==> config.mk <==
export PLATFORM = sky130hd
export DESIGN_NAME = pcsc_core
export DESIGN_NICKNAME = d
export VERILOG_FILES = /design/src/logic/pcsc_pkg.sv /design/src/logic/pcsc_core.sv
export VERILOG_INCLUDE_DIRS = /design/src /design/src/logic
export SDC_FILE = /design/constraint.sdc
export NUM_CORES = 1
export LEC_CHECK = 0
export ABC_AREA = 1
export BUFFER_PORTS_ARGS = -buffer_cell sky130_fd_sc_hd__buf_2
export CAP_MARGIN = 10
export CORE_ASPECT_RATIO = 0.9
export CORE_MARGIN = 3
export CORE_UTILIZATION = 30
export DETAILED_ROUTE_END_ITERATION = 7
export HOLD_SLACK_MARGIN = 0.1
export PLACE_DENSITY_LB_ADDON = 0.1
export SYNTH_ARGS = -nofsm -noshare
export SYNTH_HDL_FRONTEND = slang
export SYNTH_SLANG_ARGS = --single-unit
==> constraint.sdc <==
create_clock -name mclk -period 3.7 [get_ports mclk]
set_clock_uncertainty 0.1 [all_clocks]
set_input_delay 0 -clock mclk [delete_from_list [all_inputs] [get_ports mclk]]
set_output_delay 0 -clock mclk [all_outputs]
set_load 0.02 [all_outputs]
==> src/logic/pcsc_regs.svh <==
/*
 register indices, field positions, reset values and emergency encodings of the pump
 status, control and run-mode objects. assumes an object-dictionary access path that
 presents a 16-bit index, a write strobe and write data on the node clock.
*/
`ifndef PCSC_REGS_SVH
`define PCSC_REGS_SVH
`define PCSC_IDX_STATUS     16'h2A10
`define PCSC_IDX_CONTROL    16'h2A11
`define PCSC_IDX_RUN_MODE   16'h2A12
`define PCSC_CTRL_RESET_BIT 6
`define PCSC_CTRL_CAL_BIT   3
`define PCSC_CTRL_BATCH_BIT 1
`define PCSC_CTRL_WR_MASK   8'h5A
`define PCSC_MODE_WR_MASK   8'h03
`define PCSC_MODE_STOP      8'h00
`define PCSC_MODE_CONT      8'h01
`define PCSC_MODE_BATCH     8'h02
`define PCSC_RESET_CONTROL  8'h00
`define PCSC_RESET_MODE     8'h00
`define PCSC_EMCY_COB_BASE  11'h080
`define PCSC_CODE_PUMP      16'hFF01
`define PCSC_CODE_TEMP      16'h4201
`define PCSC_CODE_MODULE    16'h8101
`define PCSC_EREG_PUMP      8'h81
`define PCSC_EREG_TEMP      8'h09
`define PCSC_EREG_MODULE    8'h11
`define PCSC_COMPONENT      8'h01
`define PCSC_CLASS_WARN     8'h01
`define PCSC_CLASS_ERR      8'h02
`define PCSC_CLASS_HORN     8'h04
`define PCSC_CODE_COMM      16'h8100
`define PCSC_CODE_OVERRUN   16'h8110
`define PCSC_CODE_PASSIVE   16'h8120
`define PCSC_CODE_HEARTBEAT 16'h8130
`define PCSC_CODE_BUSOFF    16'h8140
`define PCSC_CODE_PDO_UNPROC 16'h8210
`define PCSC_CODE_PDO_LONG  16'h8220
`define PCSC_NUM_FAULTS     16
`define PCSC_NUM_STACK      7
`endif

==> src/logic/pcsc_pkg.sv <==
/*
 types of the pump status and control block. assumes pcsc_regs.svh is on the include path.
*/
package pcsc_pkg;
   typedef enum logic [1:0] {
      PCSC_IDLE,
      PCSC_SEND
   } pcsc_state_t;

   typedef struct packed {
      pcsc_state_t state;
      logic [7:0]  control;
      logic [7:0]  run_mode;
      logic [15:0] fault_pend;
      logic [6:0]  stack_pend;
      logic [15:0] fault_prev;
      logic [15:0] rd_data;
      logic        emcy_valid;
      logic [10:0] emcy_id;
      logic [63:0] emcy_data;
   } pcsc_regs_t;
endpackage : pcsc_pkg

==> src/logic/pcsc_core.sv <==
/*
 status word, control byte, run-mode byte and emergency frame encoder of a metering pump
 node. assumes the protocol stack presents object accesses as index plus strobes, accepts
 one emergency frame at a time through valid/ready, and pulses stack_event bits.
*/
`timescale 1ns/1ps
`include "pcsc_regs.svh"
module pcsc_core (
   input  wire logic        mclk,
   input  wire logic        rst,
   input  wire logic [6:0]  node_id,
   input  wire logic [15:0] obj_index,
   input  wire logic        obj_wr,
   input  wire logic        obj_rd,
   input  wire logic [7:0]  obj_wdata,
   output logic      [15:0] obj_rdata,
   input  wire logic [15:0] pump_cond,
   input  wire logic [15:0] fault_level,
   input  wire logic        horn_active,
   input  wire logic [6:0]  stack_event,
   output logic             errors_clear,
   output logic             batch_memory_zero,
   output logic      [7:0]  pump_control_byte,
   output logic      [7:0]  pump_run_mode,
   output logic             emcy_valid,
   input  wire logic        emcy_ready,
   output logic      [10:0] emcy_id,
   output logic      [63:0] emcy_data
);
   import pcsc_pkg::*;

   // ==========================================================
   // fault encoding tables
   // ==========================================================
   // fault index: 0 level w, 1 metering w, 2 diaphragm w, 3 stroke w, 4 overload w,
   // 5 temperature w, 6 level e, 7 overflow e, 8 <4mA, 9 >20mA, 10 stroke metering,
   // 11 rupture, 12 stroke adjusted, 13 system, 14 module comm, 15 module missing
   localparam logic [7:0] FAULT_TYPE [`PCSC_NUM_FAULTS] = '{
      8'h01, 8'h03, 8'h04, 8'h05, 8'h06, 8'h07, 8'h21, 8'h22,
      8'h23, 8'h24, 8'h25, 8'h26, 8'h27, 8'h2A, 8'h2C, 8'h2D};
   localparam logic [15:0] STACK_CODE [`PCSC_NUM_STACK] = '{
      `PCSC_CODE_COMM, `PCSC_CODE_OVERRUN, `PCSC_CODE_PASSIVE, `PCSC_CODE_HEARTBEAT,
      `PCSC_CODE_BUSOFF, `PCSC_CODE_PDO_UNPROC, `PCSC_CODE_PDO_LONG};

   function automatic logic [63:0] fault_frame(input logic [3:0] idx, input logic horn);
      logic [15:0] code;
      logic [7:0]  ereg;
      logic [7:0]  cls;
      code = `PCSC_CODE_PUMP;
      ereg = `PCSC_EREG_PUMP;
      if (idx == 4'h5) begin
         code = `PCSC_CODE_TEMP;
         ereg = `PCSC_EREG_TEMP;
      end else if (idx >= 4'hE) begin
         code = `PCSC_CODE_MODULE;
         ereg = `PCSC_EREG_MODULE;
      end
      cls = (idx < 4'h6) ? `PCSC_CLASS_WARN : `PCSC_CLASS_ERR;
      if (horn) begin
         cls = cls | `PCSC_CLASS_HORN;
      end
      // byte 0 first on the wire: code low, code high, register, component, type, class, free
      fault_frame = {8'h00, 8'h00, cls, FAULT_TYPE[idx], `PCSC_COMPONENT, ereg, code[15:8], code[7:0]};
   endfunction : fault_frame

   pcsc_regs_t r;
   pcsc_regs_t next_r;
   logic       reset_hit;
   logic [15:0] status_word;
   logic [15:0] fault_rise;

   // ==========================================================
   // combinational next state
   // ==========================================================
   assign reset_hit  = obj_wr && (obj_index == `PCSC_IDX_CONTROL) && obj_wdata[`PCSC_CTRL_RESET_BIT];
   assign fault_rise = fault_level & ~r.fault_prev;
   // bit 13 unused; the rest mirror the pump's live conditions
   assign status_word = {pump_cond[15:14], 1'b0, pump_cond[12:0]};

   always_comb begin
      logic       found;
      found  = 1'b0;
      next_r = r;
      next_r.fault_prev = fault_level;
      // a new rise sets its pending bit even while software clears errors
      next_r.fault_pend = r.fault_pend | fault_rise;
      next_r.stack_pend = r.stack_pend | stack_event;
      if (obj_rd) begin
         unique case (obj_index)
            `PCSC_IDX_STATUS:   next_r.rd_data = status_word;
            `PCSC_IDX_CONTROL:  next_r.rd_data = {8'h00, r.control};
            `PCSC_IDX_RUN_MODE: next_r.rd_data = {8'h00, r.run_mode};
            default:            next_r.rd_data = 16'h0000;
         endcase
      end
      if (obj_wr && obj_index == `PCSC_IDX_CONTROL) begin
         // must-be-zero bits are not stored so the byte reads back clean
         next_r.control = obj_wdata & `PCSC_CTRL_WR_MASK;
      end
      if (obj_wr && obj_index == `PCSC_IDX_RUN_MODE) begin
         next_r.run_mode = obj_wdata & `PCSC_MODE_WR_MASK;
      end
      if (reset_hit) begin
         next_r.run_mode   = `PCSC_MODE_STOP;
         next_r.fault_pend = fault_rise;
         next_r.control[`PCSC_CTRL_RESET_BIT] = 1'b0;
      end
      unique case (r.state)
         PCSC_IDLE: begin
            for (int i = 0; i < `PCSC_NUM_FAULTS; i++) begin
               if (!found && next_r.fault_pend[i]) begin
                  found = 1'b1;
                  next_r.fault_pend[i] = 1'b0;
                  next_r.emcy_data = fault_frame(4'(i), horn_active);
               end
            end
            for (int j = 0; j < `PCSC_NUM_STACK; j++) begin
               if (!found && next_r.stack_pend[j]) begin
                  found = 1'b1;
                  next_r.stack_pend[j] = 1'b0;
                  // stack frames carry only code and a generic register byte
                  next_r.emcy_data = {40'h00_0000_0000, 8'h01, STACK_CODE[j][15:8], STACK_CODE[j][7:0]};
               end
            end
            if (found) begin
               next_r.emcy_id    = `PCSC_EMCY_COB_BASE + {4'h0, node_id};
               next_r.emcy_valid = 1'b1;
               next_r.state      = PCSC_SEND;
            end
         end
         PCSC_SEND: begin
            if (emcy_ready) begin
               next_r.emcy_valid = 1'b0;
               next_r.state      = PCSC_IDLE;
            end
         end
      endcase
   end

   // ==========================================================
   // state register
   // ==========================================================
   always_ff @(posedge mclk) begin
      if (rst) begin
         r          <= '0;
         r.state    <= PCSC_IDLE;
         r.control  <= `PCSC_RESET_CONTROL;
         r.run_mode <= `PCSC_RESET_MODE;
      end else begin
         r <= next_r;
      end
   end

   assign obj_rdata         = r.rd_data;
   assign pump_control_byte = r.control;
   assign pump_run_mode     = r.run_mode;
   assign errors_clear      = reset_hit;
   assign batch_memory_zero = reset_hit;
   assign emcy_valid        = r.emcy_valid;
   assign emcy_id           = r.emcy_id;
   assign emcy_data         = r.emcy_data;
endmodule : pcsc_core

==> flow_summary.ini <==
[layout]
syn_to_final_growth_pct = 26.38
final_nets = 861
diodes = 0
layout-drive-gt1-share_pct = 23.16
multi_input_area_sq_um = 2011
fin_util_pct = 39.13
fill_cells = 1669
stdcell_area_sq_um = 6085
regArea_sq_um = 1782

[die]
die-area_sq_um = 17610
initial_utilization_pct = 30.96
ios = 186
core_area_sq_um = 15550
die_x_microns = 139.5
num_rows = 43
die_h_microns = 126.2

[global_route]
grt_pass1_wl_mm = 19.98
grt-ovfl-total = 0
grt_pass1_vias = 4144
grt_max_degree = 66
grt_use_total_pct = 13.89
antenna_found_initial = 0

[synth]
synth.avg_cell_area_sq_um = 7.511
syn_inst = 641
yosysWarnings = 0
async_flop_share_pct = 0
syn-cell-area_sq_um = 4815
synth.distinct_cells = 41
seq_area_frac_synth_pct = 37.01
synth-edff-count = 0
synth_top_flop_cell = dfxtp_1
synth-seq-cells = 89

[clock_tree]
cts-buffers-inserted = 9
cts_resized = 0
cts_max_path_buffers = 2
cts_tree = yes
cts-htree-levels = 3
cts-root-buf = clkbuf_16
clkTransAtPathRegs_ns = 0.06
cts_sinks = 89
post-cts-setup-buffers = 0
clk_latency_ns = 0.34

[job]
cap_violations = 0

[route]
top_layer = met4
met1_length_mm = 5.788
drt_wl_total_mm = 12.21
ant_nets = 0
avgViaCountPerCell = 4.240
drt_iter0_markers = 217
wl_per_cell_microns = 12.31
dr.pass1.iters = 4
met3_wirelength_microns = 616
wl_met2_mm = 5.583
via_count = 4206
drc = 0

[timing]
worstMarginPinSlew_ns = 0.8137
finalMaxSlewViolations = 0
fin_tns_setup_ns = 0
finalSetupViolations = 0
rsz0062_at_grt = no
max_slew_margin_pct = 45.70
post-route-period-util_pct = 88.09
hold_viol_final = 0
max_freq_ghz = 0.3068
period_needed_ns = 3.259

[setup_path]
critPathKind = input pin to flip-flop
critPathCaptureType = flip-flop
start_kind = input pin
crit_required_ns = 3.83
cp.arrival_ns = 3.39
cp_max_fo = 16

[placed_design]
dpl_cell_area_sq_um = 5017
gp_congestion = 0.7869
dp_hpwl_mm = 8.685
port-buffer-count = 128

[pwr]
p_leak_nw = 2.899
irDropWorstVdd_uv = 217.6
p_per_area_nw_per_um2 = 384.9

[run_status]
status = complete, no violations

[worst_hold_path]
hold_path_class = input pin to flip-flop
-- path summary, 6_finish.rpt --
| path | cells past startpoint | slack [ns] | end | start |
|---|---|---|---|---|
| max | 18 | 0.44 | r[111]$_SDFF_PP0_ | obj_wr |
| min | 6 | 0.14 | pump_control_byte[4]$_SDFFE_PP0N_ | obj_index[2] |
| max reg2reg | 16 | 0.74 | r[111]$_SDFF_PP0_ | r[94]$_SDFF_PP0_ |
| min reg2reg | 2 | 0.36 | emcy_valid$_SDFFE_PP0P_ | emcy_valid$_SDFFE_PP0P_ |
-- critical path, stage by stage --
cell,delay (ns)
dlygate4sd3_1,0.53
buf_2,0.19
nand4_4,0.30
nand2_1,0.14
nand2_1,0.11
nor2_4,0.15
nand4_4,0.11
nor2_4,0.14
nand4_4,0.11
nor2_4,0.13
nand4_4,0.11
nor2_4,0.18
nand3_2,0.15
clkinv_2,0.14
nand2_1,0.10
nor2_1,0.13
a211oi_1,0.08
dlygate4sd3_1,0.59
-- kinds of logic after synthesis --
family	after synthesis	share of synthesized area, %
compound gates	105	13.64
buf+inv	207	25.29
other cells	1	0.07789
flops	89	37.01
simple gates	239	23.99
-- cells in the mapped netlist (all sizes together), types with 4 or more instances --
library cell  instances  share of area, %
a211oi               11               1.7
a21oi                44               5.3
buf                 115                18
clkbuf               12              0.94
dfxtp                89                37
inv                  79               6.2
nand2                94               7.7
nand3                29               3.2
nand4                11               3.1
nor2                 93               8.4
nor3                  7              0.73
o211ai                4              0.62
o21a                  9               1.4
o21ai                25               2.6
-- cell type report --
cell class	instances	area share (%)
inverter	80	4.956
clock inverter	6	1.110
sequential	89	29.28
multi-input combinational	397	33.05
timing repair buffer	208	23.52
clock buffer	10	3.928
tap	202	4.154
-- report_power, final --
group	leakage [nW]	total, W	internal [W]	switching, W
combinational	2.02	0.000383	0.000138	0.000245
clock	0.145	0.000929	0.000543	0.000387
sequential	0.735	0.00103	0.00101	0.0000215
total	2.90	0.00234	0.00169	0.000653
-- state kept, by name (all words and copies together) (netlist names) --
| name | cells |
|---|---|
| r | 40 |
| emcy_data | 19 |
| obj_rdata | 15 |
| emcy_id | 8 |
| pump_control_byte | 4 |
| pump_run_mode | 2 |
| emcy_valid | 1 |
-- placed cells by master (no fill, tap or decap), types with 2 or more instances in the layout --
cell type / Yosys / layout
nand2_1: 89 / 89
nor4b_1: 2 / 2
o211ai_1: 4 / 4
buf_2: 0 / 128
clkbuf_16: 0 / 9
nor2_4: 6 / 6
buf_4: 109 / 4
nor3_1: 7 / 7
a21oi_2: 6 / 6
nand2_2: 4 / 4
a2111oi_0: 2 / 2
clkinv_2: 1 / 2
inv_1: 77 / 77
a211oi_1: 11 / 11
o21a_1: 9 / 9
clkinv_4: 0 / 2
nand3_2: 2 / 2
nand4_4: 5 / 5
nor2_2: 5 / 5
o31ai_1: 2 / 2
nand4_1: 5 / 5
o21ai_0: 19 / 19
o21ai_1: 6 / 6
nand3_1: 27 / 27
inv_2: 2 / 2
dfxtp_1: 89 / 89
a31oi_1: 2 / 2
a21oi_1: 37 / 37
nor2_1: 82 / 82
o41ai_1: 2 / 2
clkinvlp_4: 0 / 2
dlygate4sd3_1: 0 / 76
conb_1: 1 / 53
-- what timing repair did --
item	in CTS	in global routing
hold buffers	76	0
hold endpoints to repair	62	0
endpoints found under the setup margin	0	0
-- routing by layer --
layer  track usage, %  vias to the layer above
met3            3.341                       17
met5                0                        -
met2            22.51                      105
met1            18.22                     1912
met4            4.729                        0
li1                 -                     2172
-- through the flow --
step / hold slack, ns / setup WS [ns] / total power, W / instances
2_1_floorplan: 0.006967 / 1.312 / 0.001357 / 693
3_3_place_gp: 0.1179 / 0.4011 / 0.001386 / 900
3_5_place_dp: 0.1193 / 0.3575 / 0.001389 / 900
4_1_cts: 0.1144 / 0.4094 / 0.002385 / 992
5_1_grt: 0.1438 / 0.1241 / 0.002475 / 992
6_report: 0.1356 / 0.4408 / 0.002342 / 992
Note: power is estimated with default switching activity, not from simulation.
